==> src/adc_seq_defines.svh <==
/*
 * offsets, field positions, reset values and timing counts of the
 * sample sequencer block. assumes a byte-addressed 12-bit register port.
 */
`ifndef ADC_SEQ_DEFINES_SVH
`define ADC_SEQ_DEFINES_SVH

// common registers, byte addresses
`define OFS_ACTIVE    12'h000
`define OFS_RAW_IRQ   12'h004
`define OFS_IRQ_MASK  12'h008
`define OFS_IRQ_CLR   12'h00c
`define OFS_OVERFLOW  12'h010
`define OFS_TRIG_SEL  12'h014
`define OFS_UNDERFLOW 12'h018
`define OFS_PRIORITY  12'h020
`define OFS_INITIATE  12'h028
`define OFS_AVERAGE   12'h030
// per-sequencer window: 0x100 + 0x10 * n, word index inside
`define SEQ_WIN_HI    6'h04
`define SUB_MUX       2'h0
`define SUB_CTL       2'h1
`define SUB_FIFO      2'h2
`define SUB_FSTAT     2'h3
// control nibble bits
`define CTL_DIFF      0
`define CTL_END       1
`define CTL_IE        2
`define CTL_TEMP      3
// fifo status fields
`define FST_TAIL      0
`define FST_HEAD      4
`define FST_EMPTY     8
`define FST_FULL      12
// trigger codes
`define TRIG_CPU      4'h0
`define TRIG_EXT_MAX  4'h8
`define TRIG_ALWAYS   4'hf
// reset values
`define RST_PRIORITY  16'h3210
// timing
`define CLK_KHZ       50000
`define ADC_KHZ       16667
`define SAMPLE_KSPS   500
`define ADC_DIV       ((`CLK_KHZ + `ADC_KHZ - 1) / `ADC_KHZ)
`define SAMPLE_TICKS  ((`ADC_KHZ + `SAMPLE_KSPS - 1) / `SAMPLE_KSPS)

`endif

==> src/adc_seq_pkg.sv <==
/*
 * types shared by the sample sequencer block.
 * assumes nothing beyond a SystemVerilog compiler.
 */
package adc_seq_pkg;

   typedef struct packed {
      logic [11:0] addr;
      logic [31:0] wdata;
      logic        wr;
      logic        rd;
   } reg_req_s;

   typedef struct packed {
      logic       start;
      logic [2:0] pos_sel;
      logic [2:0] neg_sel;
      logic       diff;
      logic       temp;
   } conv_cmd_s;

   typedef enum logic [1:0] {
      ST_IDLE  = 2'b00,
      ST_WAIT  = 2'b01,
      ST_CONV  = 2'b11,
      ST_STORE = 2'b10
   } seq_state_e;

endpackage

==> src/adc_sample_sequencer.sv <==
/*
 * control logic of a four-sequencer 10-bit converter: triggers,
 * priority arbitration, step execution, averaging, result fifos and
 * interrupt flags. assumes the converter core answers each start with
 * a one-cycle conv_done on clk, and external triggers are asynchronous.
 */
// The plain strobed port and the placing of the registers were decided locally.
// Functional notes
// - every sample yields 10 bits; four inputs plus temperature sensor. the code selects among eight inputs (3-bit pos_sel).
// - four sequencers; steps and fifo depth 8, 4, 4, 1.
// - fifo entries are 32-bit words with the result in bits 9:0.
// - each step has an input nibble and a control nibble.
// - a sequencer runs only while its enable bit is set. the code lets a granted sequence run to its end after the bit clears.
// - the same input may appear in several steps.
// - any step may raise the raw interrupt.
// - the sequence ends after the step with its end flag set.
// - fifos are circular; reading the data address pops the oldest.
// - fifo status shows head, tail, full and empty.
// - push into full sets overflow; read of empty sets underflow.
// - converter timebase is a divider from clk aiming at 16.667 MHz.
// - only masked-in raw flags reach the interrupt output.
// - raw status and masked status are both readable.
// - writing one to the masked status bit clears that interrupt.
// - concurrent triggers served by priority value, 0 highest.
// - trigger source per sequencer chosen in trigger select register.
// - a software initiate bit starts a sequencer on processor trigger.
// - samples are paced at 500 ksps, back to back within a sequence.
// - one shared averager sums up to 64 conversions per entry.
// - averaging is off after reset.
// - differential pair k samples input 2k positive, 2k+1 negative.
`timescale 1ns/1ps
`include "adc_seq_defines.svh"
`default_nettype none

module adc_sample_sequencer #(
   parameter int NSEQ     = 4,
   parameter int NEXT     = 8,
   parameter int AVG_LOG  = 6
) (
   input  wire logic                   clk,
   input  wire logic                   reset_n,
   input  wire adc_seq_pkg::reg_req_s  reg_req,
   output logic [31:0]                 reg_rdata,
   input  wire logic [NEXT-1:0]        ext_trig,
   output adc_seq_pkg::conv_cmd_s      conv_cmd,
   input  wire logic                   conv_done,
   input  wire logic [9:0]             conv_data,
   output logic                        irq
);
   function automatic logic [3:0] seq_depth(input int i);
      return (i == 0) ? 4'd8 : ((i == NSEQ - 1) ? 4'd1 : 4'd4);
   endfunction
   logic [3:0]  active_q;
   logic [3:0]  raw_q;
   logic [3:0]  mask_q;
   logic [3:0]  ovf_q;
   logic [3:0]  unf_q;
   logic [3:0]  pend_q;
   logic [15:0] trig_sel_q;
   logic [15:0] pri_q;
   logic [2:0]  avg_q;
   logic [31:0] mux_q [NSEQ];
   logic [31:0] ctl_q [NSEQ];
   logic [31:0] reg_rdata_q;
   adc_seq_pkg::seq_state_e state_q;
   logic [1:0]  seq_q;
   logic [2:0]  step_q;
   logic [5:0]  avg_cnt_q;
   logic [15:0] acc_q;
   logic [1:0]  div_q;
   logic [5:0]  slot_q;
   logic        push_q;
   logic [9:0]  push_data_q;
   logic        ie_q;
   adc_seq_pkg::conv_cmd_s conv_cmd_q;
   logic [NEXT-1:0] ext_s1_q;
   logic [NEXT-1:0] ext_s2_q;
   logic [NEXT-1:0] ext_s3_q;
   // bus decode
   wire [11:0] addr     = reg_req.addr;
   wire        wr       = reg_req.wr;
   wire        rd       = reg_req.rd;
   wire        in_win   = (addr[11:6] == `SEQ_WIN_HI);
   wire [1:0]  win_seq  = addr[5:4];
   wire [1:0]  win_sub  = addr[3:2];
   wire        fifo_rd  = rd && in_win && (win_sub == `SUB_FIFO);
   wire [3:0]  irq_clr  = (wr && addr == `OFS_IRQ_CLR) ? reg_req.wdata[3:0] : 4'h0;
   wire [3:0]  ovf_clr  = (wr && addr == `OFS_OVERFLOW) ? reg_req.wdata[3:0] : 4'h0;
   wire [3:0]  unf_clr  = (wr && addr == `OFS_UNDERFLOW) ? reg_req.wdata[3:0] : 4'h0;
   wire [3:0]  initiate = (wr && addr == `OFS_INITIATE) ? reg_req.wdata[3:0] : 4'h0;
   // timebase and pacing
   wire        adc_en   = (div_q == 2'(`ADC_DIV - 1));
   wire        slot_ok  = (slot_q == 6'h00);
   wire [NEXT-1:0] ext_edge = ext_s2_q & ~ext_s3_q;
   // fifo side wires
   logic [9:0] fifo_head_w [NSEQ];
   logic [31:0] fstat_w    [NSEQ];
   logic [3:0] trig_hit;
   logic [3:0] pop;
   logic [3:0] push_ok;
   logic [3:0] ovf_set;
   logic [3:0] unf_set;
   // current step nibbles
   wire [3:0] cur_mux  = mux_q[seq_q][{step_q, 2'b00} +: 4];
   wire [3:0] cur_ctl  = ctl_q[seq_q][{step_q, 2'b00} +: 4];
   wire       last_avg = (avg_cnt_q == 6'((7'h01 << avg_q) - 7'h01));
   wire       last_step = cur_ctl[`CTL_END]
                        || ({1'b0, step_q} == seq_depth(int'(seq_q)) - 4'h1);

   genvar gi;
   generate
      for (gi = 0; gi < NSEQ; gi++) begin : g_seq
         localparam logic [3:0] DEPTH = seq_depth(gi);
         logic [9:0] mem [8];
         logic [2:0] head_q;
         logic [2:0] tail_q;
         logic [3:0] cnt_q;
         wire  [3:0] code  = trig_sel_q[4*gi +: 4];
         wire        full  = (cnt_q == DEPTH);
         wire        empty = (cnt_q == 4'h0);
         wire        sel   = (win_seq == 2'(gi));

         assign trig_hit[gi] = (code == `TRIG_CPU) ? initiate[gi]
                             : (code == `TRIG_ALWAYS) ? 1'b1
                             : (code <= `TRIG_EXT_MAX)
                               ? ext_edge[3'(code - 4'h1)] : 1'b0;
         assign pop[gi]      = fifo_rd && sel && !empty;
         assign unf_set[gi]  = fifo_rd && sel && empty;
         assign push_ok[gi]  = push_q && (seq_q == 2'(gi)) && !full;
         assign ovf_set[gi]  = push_q && (seq_q == 2'(gi)) && full;
         assign fifo_head_w[gi] = empty ? 10'h0 : mem[head_q];
         assign fstat_w[gi] = (32'(tail_q) << `FST_TAIL)
                            | (32'(head_q) << `FST_HEAD)
                            | (32'(empty) << `FST_EMPTY)
                            | (32'(full) << `FST_FULL);

         always_ff @(posedge clk) begin
            if (push_ok[gi]) begin
               mem[tail_q] <= push_data_q;
            end
         end

         // circular pointers wrap at the sequencer's own depth
         always_ff @(posedge clk) begin
            if (!reset_n) begin
               head_q <= 3'h0;
               tail_q <= 3'h0;
               cnt_q  <= 4'h0;
            end else begin
               if (push_ok[gi]) begin
                  tail_q <= (tail_q == 3'(DEPTH - 4'h1)) ? 3'h0 : tail_q + 3'h1;
               end
               if (pop[gi]) begin
                  head_q <= (head_q == 3'(DEPTH - 4'h1)) ? 3'h0 : head_q + 3'h1;
               end
               cnt_q <= cnt_q + 4'(push_ok[gi]) - 4'(pop[gi]);
            end
         end
      end
   endgenerate

   // fixed-priority pick among pending sequencers
   logic       any_pend;
   logic [1:0] best;
   logic [1:0] best_pri;
   always_comb begin
      any_pend = 1'b0;
      best     = 2'h0;
      best_pri = 2'h3;
      for (int i = 0; i < NSEQ; i++) begin
         if (pend_q[i] && (!any_pend || pri_q[4*i +: 2] < best_pri)) begin
            any_pend = 1'b1;
            best     = 2'(i);
            best_pri = pri_q[4*i +: 2];
         end
      end
   end

   // read selection; the fifo word carries the result in its low bits
   logic [31:0] rd_next;
   always_comb begin
      rd_next = 32'h0;
      if (in_win) begin
         case (win_sub)
            `SUB_MUX:   rd_next = mux_q[win_seq];
            `SUB_CTL:   rd_next = ctl_q[win_seq];
            `SUB_FIFO:  rd_next = {22'h0, fifo_head_w[win_seq]};
            `SUB_FSTAT: rd_next = fstat_w[win_seq];
            default:    rd_next = 32'h0;
         endcase
      end else begin
         case (addr)
            `OFS_ACTIVE:    rd_next = {28'h0, active_q};
            `OFS_RAW_IRQ:   rd_next = {28'h0, raw_q};
            `OFS_IRQ_MASK:  rd_next = {28'h0, mask_q};
            `OFS_IRQ_CLR:   rd_next = {28'h0, raw_q & mask_q};
            `OFS_OVERFLOW:  rd_next = {28'h0, ovf_q};
            `OFS_TRIG_SEL:  rd_next = {16'h0, trig_sel_q};
            `OFS_UNDERFLOW: rd_next = {28'h0, unf_q};
            `OFS_PRIORITY:  rd_next = {16'h0, pri_q};
            `OFS_AVERAGE:   rd_next = {29'h0, avg_q};
            default:        rd_next = 32'h0;
         endcase
      end
   end

   // configuration registers
   always_ff @(posedge clk) begin
      if (!reset_n) begin
         active_q   <= 4'h0;
         mask_q     <= 4'h0;
         trig_sel_q <= 16'h0;
         pri_q      <= `RST_PRIORITY;
         avg_q      <= 3'h0;
      end else if (wr) begin
         case (addr)
            `OFS_ACTIVE:   active_q   <= reg_req.wdata[3:0];
            `OFS_IRQ_MASK: mask_q     <= reg_req.wdata[3:0];
            `OFS_TRIG_SEL: trig_sel_q <= reg_req.wdata[15:0];
            `OFS_PRIORITY: pri_q      <= reg_req.wdata[15:0] & 16'h3333;
            `OFS_AVERAGE:  avg_q      <= (reg_req.wdata[2:0] > 3'(AVG_LOG))
                                         ? 3'(AVG_LOG) : reg_req.wdata[2:0];
            default: ;
         endcase
      end
   end

   // step nibbles; unused upper nibbles of short sequencers are kept zero
   generate
      for (gi = 0; gi < NSEQ; gi++) begin : g_cfg
         localparam logic [31:0] KEEP = (32'h1 << (4 * seq_depth(gi))) - 32'h1;
         always_ff @(posedge clk) begin
            if (!reset_n) begin
               mux_q[gi] <= 32'h0;
               ctl_q[gi] <= 32'h0;
            end else if (wr && in_win && win_seq == 2'(gi)) begin
               if (win_sub == `SUB_MUX) begin
                  mux_q[gi] <= reg_req.wdata & KEEP;
               end
               if (win_sub == `SUB_CTL) begin
                  ctl_q[gi] <= reg_req.wdata & KEEP;
               end
            end
         end
      end
   endgenerate

   // sticky flags: a set in the clearing cycle wins
   wire [3:0] raw_set = {4{push_q && ie_q}} & (4'h1 << seq_q);
   always_ff @(posedge clk) begin
      if (!reset_n) begin
         raw_q <= 4'h0;
         ovf_q <= 4'h0;
         unf_q <= 4'h0;
      end else begin
         raw_q <= (raw_q & ~irq_clr) | raw_set;
         ovf_q <= (ovf_q & ~ovf_clr) | ovf_set;
         unf_q <= (unf_q & ~unf_clr) | unf_set;
      end
   end

   // trigger capture; a grant consumes the pending request
   wire [3:0] grant = (state_q == adc_seq_pkg::ST_IDLE && any_pend)
                      ? (4'h1 << best) : 4'h0;
   always_ff @(posedge clk) begin
      if (!reset_n) begin
         pend_q <= 4'h0;
      end else begin
         pend_q <= ((pend_q & ~grant) | trig_hit) & active_q;
      end
   end

   // external trigger synchroniser and edge stage
   always_ff @(posedge clk) begin
      if (!reset_n) begin
         ext_s1_q <= '0;
         ext_s2_q <= '0;
         ext_s3_q <= '0;
      end else begin
         ext_s1_q <= ext_trig;
         ext_s2_q <= ext_s1_q;
         ext_s3_q <= ext_s2_q;
      end
   end

   // converter timebase and sample slot pacing
   always_ff @(posedge clk) begin
      if (!reset_n) begin
         div_q  <= 2'h0;
         slot_q <= 6'h0;
      end else begin
         div_q <= adc_en ? 2'h0 : div_q + 2'h1;
         if (conv_cmd_q.start) begin
            slot_q <= 6'(`SAMPLE_TICKS);
         end else if (adc_en && !slot_ok) begin
            slot_q <= slot_q - 6'h1;
         end
      end
   end

   // step commands to the converter core
   always_ff @(posedge clk) begin
      if (!reset_n) begin
         conv_cmd_q <= '0;
      end else begin
         conv_cmd_q.start <= 1'b0;
         if (state_q == adc_seq_pkg::ST_WAIT && slot_ok) begin
            conv_cmd_q.start <= 1'b1;
            conv_cmd_q.diff  <= cur_ctl[`CTL_DIFF];
            conv_cmd_q.temp  <= cur_ctl[`CTL_TEMP];
            if (cur_ctl[`CTL_DIFF]) begin
               conv_cmd_q.pos_sel <= {cur_mux[1:0], 1'b0};
               conv_cmd_q.neg_sel <= {cur_mux[1:0], 1'b1};
            end else begin
               conv_cmd_q.pos_sel <= cur_mux[2:0];
               conv_cmd_q.neg_sel <= 3'h0;
            end
         end
      end
   end

   // sequence engine: runs a granted sequence to its end before rearbitrating
   always_ff @(posedge clk) begin
      if (!reset_n) begin
         state_q     <= adc_seq_pkg::ST_IDLE;
         seq_q       <= 2'h0;
         step_q      <= 3'h0;
         avg_cnt_q   <= 6'h0;
         acc_q       <= 16'h0;
         push_q      <= 1'b0;
         push_data_q <= 10'h0;
         ie_q        <= 1'b0;
      end else begin
         push_q <= 1'b0;
         case (state_q)
            adc_seq_pkg::ST_IDLE: begin
               if (any_pend) begin
                  seq_q     <= best;
                  step_q    <= 3'h0;
                  avg_cnt_q <= 6'h0;
                  acc_q     <= 16'h0;
                  state_q   <= adc_seq_pkg::ST_WAIT;
               end
            end
            adc_seq_pkg::ST_WAIT: begin
               if (slot_ok) begin
                  state_q <= adc_seq_pkg::ST_CONV;
               end
            end
            adc_seq_pkg::ST_CONV: begin
               if (conv_done) begin
                  acc_q <= acc_q + {6'h0, conv_data};
                  if (last_avg) begin
                     state_q <= adc_seq_pkg::ST_STORE;
                  end else begin
                     avg_cnt_q <= avg_cnt_q + 6'h1;
                     state_q   <= adc_seq_pkg::ST_WAIT;
                  end
               end
            end
            adc_seq_pkg::ST_STORE: begin
               push_q      <= 1'b1;
               push_data_q <= 10'(acc_q >> avg_q);
               ie_q        <= cur_ctl[`CTL_IE];
               avg_cnt_q   <= 6'h0;
               acc_q       <= 16'h0;
               if (last_step) begin
                  state_q <= adc_seq_pkg::ST_IDLE;
               end else begin
                  step_q  <= step_q + 3'h1;
                  state_q <= adc_seq_pkg::ST_WAIT;
               end
            end
            default: state_q <= adc_seq_pkg::ST_IDLE;
         endcase
      end
   end

   // read data stands only in the cycle after the strobe
   always_ff @(posedge clk) begin
      if (!reset_n) begin
         reg_rdata_q <= 32'h0;
      end else begin
         reg_rdata_q <= rd ? rd_next : 32'h0;
      end
   end

   assign reg_rdata = reg_rdata_q;
   assign conv_cmd  = conv_cmd_q;
   assign irq       = |(raw_q & mask_q);

endmodule

`default_nettype wire

==> config.mk <==
export PLATFORM = sky130hd
export DESIGN_NAME = adc_sample_sequencer
export DESIGN_NICKNAME = d
export VERILOG_FILES = /design/src/adc_seq_pkg.sv /design/src/adc_sample_sequencer.sv
export VERILOG_INCLUDE_DIRS = /design/src
export SDC_FILE = /design/constraint.sdc
export NUM_CORES = 1
export LEC_CHECK = 0
export BUFFER_PORTS_ARGS = -buffer_cell sky130_fd_sc_hd__buf_4
export CORE_UTILIZATION = 50
export CTS_CLUSTER_SIZE = 16
export DETAILED_ROUTE_END_ITERATION = 10
export HOLD_SLACK_MARGIN = 0.12
export PLACE_DENSITY = 0.64
export SLEW_MARGIN = 20
export SYNTH_ARGS = -nofsm -noshare
export SYNTH_HDL_FRONTEND = slang
export SYNTH_SLANG_ARGS = --single-unit
==> constraint.sdc <==
create_clock -name clk -period 6.3 [get_ports clk]
set_input_delay 0.945 -clock clk [delete_from_list [all_inputs] [get_ports clk]]
set_output_delay 0.945 -clock clk [all_outputs]
set_load 0.1 [all_outputs]
==> impl_metrics.py, run 1 <==
metrics = {
    "yosys": {
        "netlist-cell-type-count": 81,
        "syn_area_mm2": 0.0306,
        "netlist_top_cells_area": "sky130_fd_sc_hd__edfxtp_1, sky130_fd_sc_hd__dfxtp_1, sky130_fd_sc_hd__mux4_2",
        "post-synth-top-area-cell": "sky130_fd_sc_hd__edfxtp_1",
        "async_sr_flop_fraction_pct": 0,
        "post_synth.cell_area_avg_um2": 12.8,
        "yosys_warnings": 0,
        "ys_dominant_reg_cell": "sky130_fd_sc_hd__edfxtp_1",
        "number_of_enable_flip_flop_cells_after_synthesis": 456,
        "synth-seq-cells": 674,
        "synth_top_area_share_pct": 44.7,
        "yosysSeqAreaShare_pct": 58.9,
        "postSynthNetCount": 2519,
        "postSynthCellCount": 2386,
    },
    "worst_setup_path": {
        "buffers_plus_inverters_on_the_worst_setup_path": 4,
        "worst_path_largest_cell_delay_ns": 0.50,
        "arrival_time_worst_endpoint_ns": 3.85,
        "reg2reg_depth": 8,
        "critical-path-slowest-cell": "sky130_fd_sc_hd__nor2_1",
        "setup.worst_path.start_class": "input pin",
        "worst_path_dominant_cell_family": "simple AND/OR/NAND/NOR gates",
        "worst-endpoint-required_ns": 6.80,
        "reg2reg_setup_slack_ns": 3.12,
        "endpoint_of_the_most_critical_register_to_register_path": "reg_rdata[8]",
        "cp_cell_sequence": "buf_4 -> inv_1 -> nor2_1 -> nand3_2 -> nor3_2 -> ha_1 -> inv_1 -> ha_1 -> inv_1 -> fa_1 -> xnor2_1 -> and2_1",
        "timing.critical_path.mode_cell": "sky130_fd_sc_hd__inv_1",
        "worst-path-max-fanout": 30,
        "crit_type": "in -> reg",
        "setup.worst_path.end_class": "register",
    },
    "sta": {
        "endpoints_failing_hold": 0,
        "final_critical_delay_including_setup_and_external_delays_ns": 3.35,
        "fin_skew_ns": 0.0164,
        "timing_worst_slew_pin_value_ns": 1.14,
        "setup-tns-final_ns": 0,
        "setup_viols_final": 0,
        "fin_ws_ns": 2.95,
        "timing.final.crit_share_pct": 53.1,
        "grt_setup_unrepaired": "no",
        "fmax_mhz": 299,
        "slew_viol_final": 0,
        "slew_headroom_pct": 23.5,
    },
    "power": {
        "switching_power_mw": 1.97,
        "comb_power_share_pct": 3.3,
        "power.internal_mw": 7.33,
        "switching_share_of_power_pct": 21.2,
        "peakVddDrop_uv": 218,
        "p_leak_nw": 12.0,
        "p_clk_share_pct": 45.5,
        "seq_power_share_pct": 51.2,
        "powerDensity_mw_per_mm2": 268,
    },
    "routing": {
        "vias": 20121,
        "drt_iter0_drc": 2025,
        "drt-wirelength-per-cell_um": 23.8,
        "detail_route.wirelength_um": 79200,
        "antenna_violating_nets_post_route": 0,
        "drt_drc_violations_left": 0,
        "drt_first_pass_iters": 9,
        "via_per_inst": 6.05,
    },
    "die": {
        "die_area_mm2": 0.0623,
        "fp-row-count": 90,
        "floorplan.initialDensity_pct": 50.7,
        "die_span_in_x_um": 250,
        "top_level_i_o_count": 109,
        "floorplan.core_area_mm2": 0.0605,
        "die_y_um": 250,
    },
    "final_layout": {
        "most_common_library_cell_in_the_layout_ignoring_fill_and_taps": "sky130_fd_sc_hd__edfxtp_1",
        "area.growth.synth_to_final_pct": 13.4,
        "layout_common_cells": "sky130_fd_sc_hd__edfxtp_1, sky130_fd_sc_hd__dfxtp_1, sky130_fd_sc_hd__nand2_1",
        "layout-drive-gt1-share_pct": 17.8,
        "stdcell_count": 3324,
        "final_net_count": 2616,
    },
    "worst_hold_path": {
        "min_path_cells": 1,
        "holdCritPathClass": "reg -> reg",
        "min-delay-start": "div_q[0]",
        "worstHoldEndpoint": "div_q[0]",
    },
    "status": {
        "status": "finished clean",
    },
    "clock_network": {
        "post_cts_resized": 0,
        "cts.root.buffer_cell": "sky130_fd_sc_hd__clkbuf_16",
        "worst_setup_hold_path_clk_slew_ns": 0.06,
        "numCtsBuffers": 72,
        "postcts_setup_bufs": 0,
        "tritoncts_clock_tree": "done",
        "cts_buffer_depth": 3,
        "source_to_sink_clock_delay_at_the_later_pin_of_the_worst_skew_pair_ns": 0.62,
        "cts_hold_buffers": 0,
        "clock_sink_count": 674,
        "h-tree-depth": 3,
    },
    "grt": {
        "initial_antenna_violation_count": 3,
        "grt_start_max_net_pins": 57,
        "grt_first_pass_wirelength_um": 119000,
        "first_global_vias": 19639,
        "grt_overflow_total": 0,
        "grtUsageTotal_pct": 25.5,
    },
    "flow_run": {
        "drv.max_cap_violation_count": 0,
    },
    "placed_design": {
        "placement.io_buffers": 108,
        "place.gp.congestion": 0.963,
        "dpl.cell_count": 3191,
        "detailed_placement_hpwl_um": 54400,
        "placement.setup.worst_slack_ns": 2.37,
    },
}
-- Yosys cell counts (35+ instances only) --
library cell	instances
sky130_fd_sc_hd__nor2_1	158
sky130_fd_sc_hd__nor3_1	40
sky130_fd_sc_hd__mux2i_1	132
sky130_fd_sc_hd__a21oi_1	92
sky130_fd_sc_hd__ha_1	61
sky130_fd_sc_hd__clkbuf_1	88
sky130_fd_sc_hd__nand2b_1	37
sky130_fd_sc_hd__mux4_2	112
sky130_fd_sc_hd__nand2_1	189
sky130_fd_sc_hd__inv_1	69
sky130_fd_sc_hd__nor2b_1	36
sky130_fd_sc_hd__a22oi_1	37
sky130_fd_sc_hd__and2_1	175
sky130_fd_sc_hd__dfxtp_1	218
sky130_fd_sc_hd__a21boi_0	35
sky130_fd_sc_hd__edfxtp_1	456
sky130_fd_sc_hd__o21ai_0	71
-- flip-flops by register name, summed over array words and instances, names as in the netlist, 12 cells and up, named ones only --
| name | cells |
|---|---|
| ctl_q | 68 |
| g_seq.mem | 320 |
| acc_q | 16 |
| trig_sel_q | 16 |
| g_seq.head_q | 12 |
| mux_q | 68 |
| g_seq.tail_q | 12 |
| reg_rdata | 32 |
| g_seq.cnt_q | 16 |
-- per-stage QoR --
| stage | cell area (um^2) | util, % | power, mW | hold WS (ns) |
|---|---|---|---|---|
| after global placement | 32300 | 53.4 | 5.15 | 0.399 |
| final | 34700 | 57.4 | 9.30 | 0.410 |
| after detailed placement | 32300 | 53.5 | 5.16 | 0.404 |
| after global routing | 34700 | 57.4 | 9.54 | 0.424 |
| after CTS | 34700 | 57.4 | 9.35 | 0.412 |
| after floorplan | 30600 | - | 5.02 | 0.392 |
-- worst max path at each step --
stage                            from                 to  slack (ns)  depth (start not counted)
final                     reg_req[37]  g_seq[2].cnt_q[2]        2.95                         12
after global routing      reg_req[37]  g_seq[2].cnt_q[2]        2.81                         12
after CTS                 reg_req[41]  g_seq[3].cnt_q[2]        3.01                         13
after detailed placement  reg_req[41]  g_seq[3].cnt_q[2]        2.37                         13
after global placement    reg_req[41]  g_seq[2].cnt_q[2]        2.38                         13
after floorplan           reg_req[41]        mux_q[0][0]        1.27                          5
-- cells by family after synthesis --
logic type | synth area share, %
DFF | 58.9
muxes | 13.3
xor gates and xnor gates | 0.972
buffers and inverters | 2.64
AOI/OAI and AO/OA | 8.90
adders and majority gates | 2.85
and+or+nand+nor | 12.4
-- final cells by class --
cell class	instances	area, um^2
fillers	4757	25700
clock inverters	38	309
multi-input cells	1510	11900
well taps	782	978
diodes	1	2.50
flip-flops and latches	674	18100
inverters	70	263
repair buffers	155	1180
clock buffers	94	2060
-- power groups by stage --
stage	registers [mW]	logic [mW]	clock network [mW]
floorplan	4.85	0.170	0
global placement	4.85	0.299	0
detailed placement	4.86	0.304	0
CTS	4.76	0.305	4.29
global route	4.77	0.328	4.45
finish	4.76	0.311	4.23
-- worst register-to-register path, cell delays in order, from the launching register on --
cell and delay [ns]:
sky130_fd_sc_hd__dfxtp_1 0.89, sky130_fd_sc_hd__buf_4 0.43, sky130_fd_sc_hd__mux4_2 0.57, sky130_fd_sc_hd__mux2i_1 0.26, sky130_fd_sc_hd__o221ai_1 0.20, sky130_fd_sc_hd__o21ai_0 0.16, sky130_fd_sc_hd__nor2_1 0.14, sky130_fd_sc_hd__o31ai_1 0.27
sky130_fd_sc_hd__o21ai_0 0.11
-- routing by layer --
metal,track usage [%],vias up,part of all wire (%),wire (um)
met2,38.3,804,45,35500
met3,4.39,141,8.1,6380
li1,-,9077,-,-
met5,0,-,0.016,13
met4,9.66,2,3.0,2410
met1,37.0,10097,44,34900
Power figures use the tool's default switching activity.
==> run 2: changes to the inputs <==
--- a/config.mk
+++ b/config.mk
@@ -6,6 +6,7 @@
 export SDC_FILE = /design/constraint.sdc
 export NUM_CORES = 1
 export LEC_CHECK = 0
+export ABC_AREA = 1
 export BUFFER_PORTS_ARGS = -buffer_cell sky130_fd_sc_hd__buf_4
 export CORE_UTILIZATION = 50
 export CTS_CLUSTER_SIZE = 16
==> constraint.sdc (replaced) <==
create_clock -name clk -period 3.25 [get_ports clk]
set_input_delay 0.4875 -clock clk [delete_from_list [all_inputs] [get_ports clk]]
set_output_delay 0.4875 -clock clk [all_outputs]
set_load 0.1 [all_outputs]
==> run 2 against run 1 <==
Clock power is 96% higher. Sequential power increased by 100%. Critical path depth rose by 9. Largest power group unchanged.
==> impl_metrics.py, run 2 <==
metrics = {
    "clock_network": {
        "postcts_setup_bufs": 0,
        "clock_sink_count": 674,
        "tritoncts_clock_tree": "done",
        "h-tree-depth": 3,
        "worst_setup_hold_path_clk_slew_ns": 0.06,
        "numCtsBuffers": 73,
        "cts_hold_buffers": 9,
        "post_cts_resized": 0,
        "cts_buffer_depth": 3,
        "cts.root.buffer_cell": "sky130_fd_sc_hd__clkbuf_16",
        "source_to_sink_clock_delay_at_the_later_pin_of_the_worst_skew_pair_ns": 0.61,
    },
    "final_layout": {
        "largest_register_ff_count": 320,
        "final_net_count": 3401,
        "area.growth.synth_to_final_pct": 15.3,
        "largest-register": "g_seq.mem",
        "most_common_library_cell_in_the_layout_ignoring_fill_and_taps": "sky130_fd_sc_hd__edfxtp_1",
        "finalCoreUtilization_pct": 58.7,
        "largest_registers_ranked_by_flip_flop_count": "g_seq.mem: 320 flops, ctl_q: 68 flops, mux_q: 68 flops",
        "layout_common_cells": "sky130_fd_sc_hd__edfxtp_1, sky130_fd_sc_hd__nand2_1, sky130_fd_sc_hd__nor2_1",
        "layout-drive-gt1-share_pct": 11.6,
        "postLayoutCellArea_mm2": 0.0348,
    },
    "yosys": {
        "dominant_combinational_cell_family_by_area_after_synthesis": "compound AO/OA/AOI/OAI gates",
        "synth.most_common_cell": "sky130_fd_sc_hd__edfxtp_1",
        "post-synth-top-area-cell": "sky130_fd_sc_hd__edfxtp_1",
        "synth_simple_gate_area_share_pct": 14.4,
        "yosys_warnings": 0,
        "ys_dominant_reg_cell": "sky130_fd_sc_hd__edfxtp_1",
        "yosys-top-cells-count": "sky130_fd_sc_hd__edfxtp_1, sky130_fd_sc_hd__nand2_1, sky130_fd_sc_hd__nor2_1, sky130_fd_sc_hd__inv_1, sky130_fd_sc_hd__o21ai_0",
        "synth.mux.area_fraction_pct": 0.663,
        "postSynthCellCount": 3106,
        "synth-seq-cells": 674,
        "post_synth.cell_area_avg_um2": 9.72,
        "syn_area_mm2": 0.0302,
        "synthAdderAreaFrac_pct": 2.86,
        "yosysSeqAreaShare_pct": 59.8,
        "number_of_enable_flip_flop_cells_after_synthesis": 456,
        "synth_top_area_share_pct": 45.3,
        "async_sr_flop_fraction_pct": 0,
        "synth-xor-area-share_pct": 0.377,
        "netlist_top_cells_area": "sky130_fd_sc_hd__edfxtp_1, sky130_fd_sc_hd__dfxtp_1, sky130_fd_sc_hd__nand2_1",
        "netlist-cell-type-count": 62,
        "postSynthNetCount": 3239,
        "synth_compound_area_share_pct": 15.5,
    },
    "sta": {
        "slew_headroom_pct": 42.4,
        "fmax_mhz": 352,
        "timing.final.crit_share_pct": 87.5,
        "timing_worst_slew_pin_value_ns": 0.861,
        "endpoints_failing_hold": 0,
        "slew_viol_final": 0,
        "setup_viols_final": 0,
        "final_critical_delay_including_setup_and_external_delays_ns": 2.84,
        "grt_setup_unrepaired": "no",
        "fin_skew_ns": 0.0202,
    },
    "die": {
        "die_area_mm2": 0.0614,
        "fp-row-count": 89,
        "die_y_um": 248,
        "top_level_i_o_count": 109,
        "floorplan.initialDensity_pct": 50.9,
        "floorplan.core_area_mm2": 0.0594,
        "die_span_in_x_um": 248,
    },
    "grt": {
        "first_global_vias": 22644,
        "grt_start_max_net_pins": 69,
        "initial_antenna_violation_count": 3,
        "grt_first_pass_wirelength_um": 128000,
        "grt_overflow_total": 0,
        "grtUsageTotal_pct": 27.4,
    },
    "worst_setup_path": {
        "worst_r2r_startpoint": "pri_q[1]",
        "critical-path-slowest-cell": "sky130_fd_sc_hd__dfxtp_1",
        "reg2reg_setup_slack_ns": 0.41,
        "worst-endpoint-required_ns": 3.75,
        "worst_path_largest_cell_delay_ns": 0.35,
        "endpoint_of_the_most_critical_register_to_register_path": "seq_q[1]",
        "cp_cell_sequence": "inv_1 -> nand2_1 -> nand2_1 -> nand2_1 -> nand2_1 -> o21ai_0 -> ha_1 -> nand2_1 -> nand2_1 -> nand2_1 -> nand2_1 -> nand2_1 -> o21ai_0 -> ha_1 -> nand2_1 -> nand2_1 -> nand2_1 -> a21oi_2 -> nand2_1 -> o211ai_1 -> inv_1",
        "reg2reg_depth": 21,
        "setup.worst_path.start_class": "register",
        "arrival_time_worst_endpoint_ns": 3.34,
        "timing.critical_path.mode_cell": "sky130_fd_sc_hd__nand2_1",
        "crit_type": "reg -> reg",
        "worst-path-max-fanout": 5,
        "setup.worst_path.end_class": "register",
    },
    "placed_design": {
        "placement.io_buffers": 108,
        "detailed_placement_hpwl_um": 58600,
        "placed_cell_area_mm2": 0.0323,
        "place.gp.congestion": 0.962,
    },
    "routing": {
        "drt-wirelength-per-cell_um": 20.6,
        "antenna_violating_nets_post_route": 0,
        "drt_iter0_drc": 1900,
        "drt_first_pass_iters": 5,
        "drt_drc_violations_left": 0,
        "via_per_inst": 5.77,
        "detail_route.wirelength_um": 84400,
        "vias": 23663,
    },
    "worst_hold_path": {
        "holdCritPathClass": "in -> reg",
        "min-delay-start": "reg_req[14]",
        "worstHoldEndpoint": "pri_q[12]",
        "min_path_cells": 3,
    },
    "power": {
        "p_leak_nw": 13.3,
        "peakVddDrop_uv": 410,
        "powerDensity_mw_per_mm2": 555,
    },
    "flow_run": {
        "drv.max_cap_violation_count": 0,
    },
    "status": {
        "status": "finished clean",
    },
}
run 2: worst max-delay path, delay by kind of cell (launching register included):
family | cells | cell delay, ns
buffers and inverters | 2 | 0.14
and+or+nand+nor | 13 | 1.07
AOI/OAI and AO/OA | 4 | 0.60
DFF | 1 | 0.35
adders and majority gates | 2 | 0.58
run 2: kinds of logic after synthesis:
kind of cell	count (synthesis)
compound gates	777
simple gates	1056
fa+ha+maj	66
mux	20
flops	674
buf+inv	500
xor+xnor	13
run 2: how the worst max path moves through the flow:
stage           startpoint           endpoint  slack [ns]  cells after the start
3_5_place_dp   reg_req[45]  g_seq[0].cnt_q[2]        0.22                     17
5_1_grt           pri_q[1]           seq_q[0]        0.13                     21
6_report          pri_q[1]           seq_q[1]        0.41                     21
3_3_place_gp   reg_req[45]  g_seq[0].cnt_q[2]        0.25                     17
4_1_cts           pri_q[1]           seq_q[1]        0.42                     21
2_1_floorplan  reg_req[45]        mux_q[0][0]       -0.17                      9
run 2: layer usage:
metal,track usage [%],share of wire (%)
met5,0,0.032
met4,10.9,3.4
met3,4.92,7.2
met2,44.6,47
met1,36.4,42
run 2: final cells by class:
class	count	area, um^2
sequential	674	18100
inverter	352	1320
tap	773	967
multi-input combinational	1932	10300
antenna	1	2.50
clock buffer	98	2070
fill	5093	24500
clock inverter	33	319
timing repair buffer	235	1820
run 2: where the power goes:
group	internal, mW	switching [mW]	total (mW)
clock network	4.93	3.36	8.30
logic	0.414	1.05	1.46
registers	9.42	0.155	9.58
run 2: stage by stage:
step	setup slack (ns)	power (mW)	TNS (ns)	instances	hold slack [ns]
2_1_floorplan	-0.169	10.6	-10.81	3106	0.390
3_3_place_gp	0.252	11.2	0	3957	0.397
3_5_place_dp	0.224	11.2	0	3957	0.396
4_1_cts	0.419	19.4	0	4097	0.142
5_1_grt	0.127	19.9	0	4098	0.169
6_report	0.407	19.3	0	4098	0.156
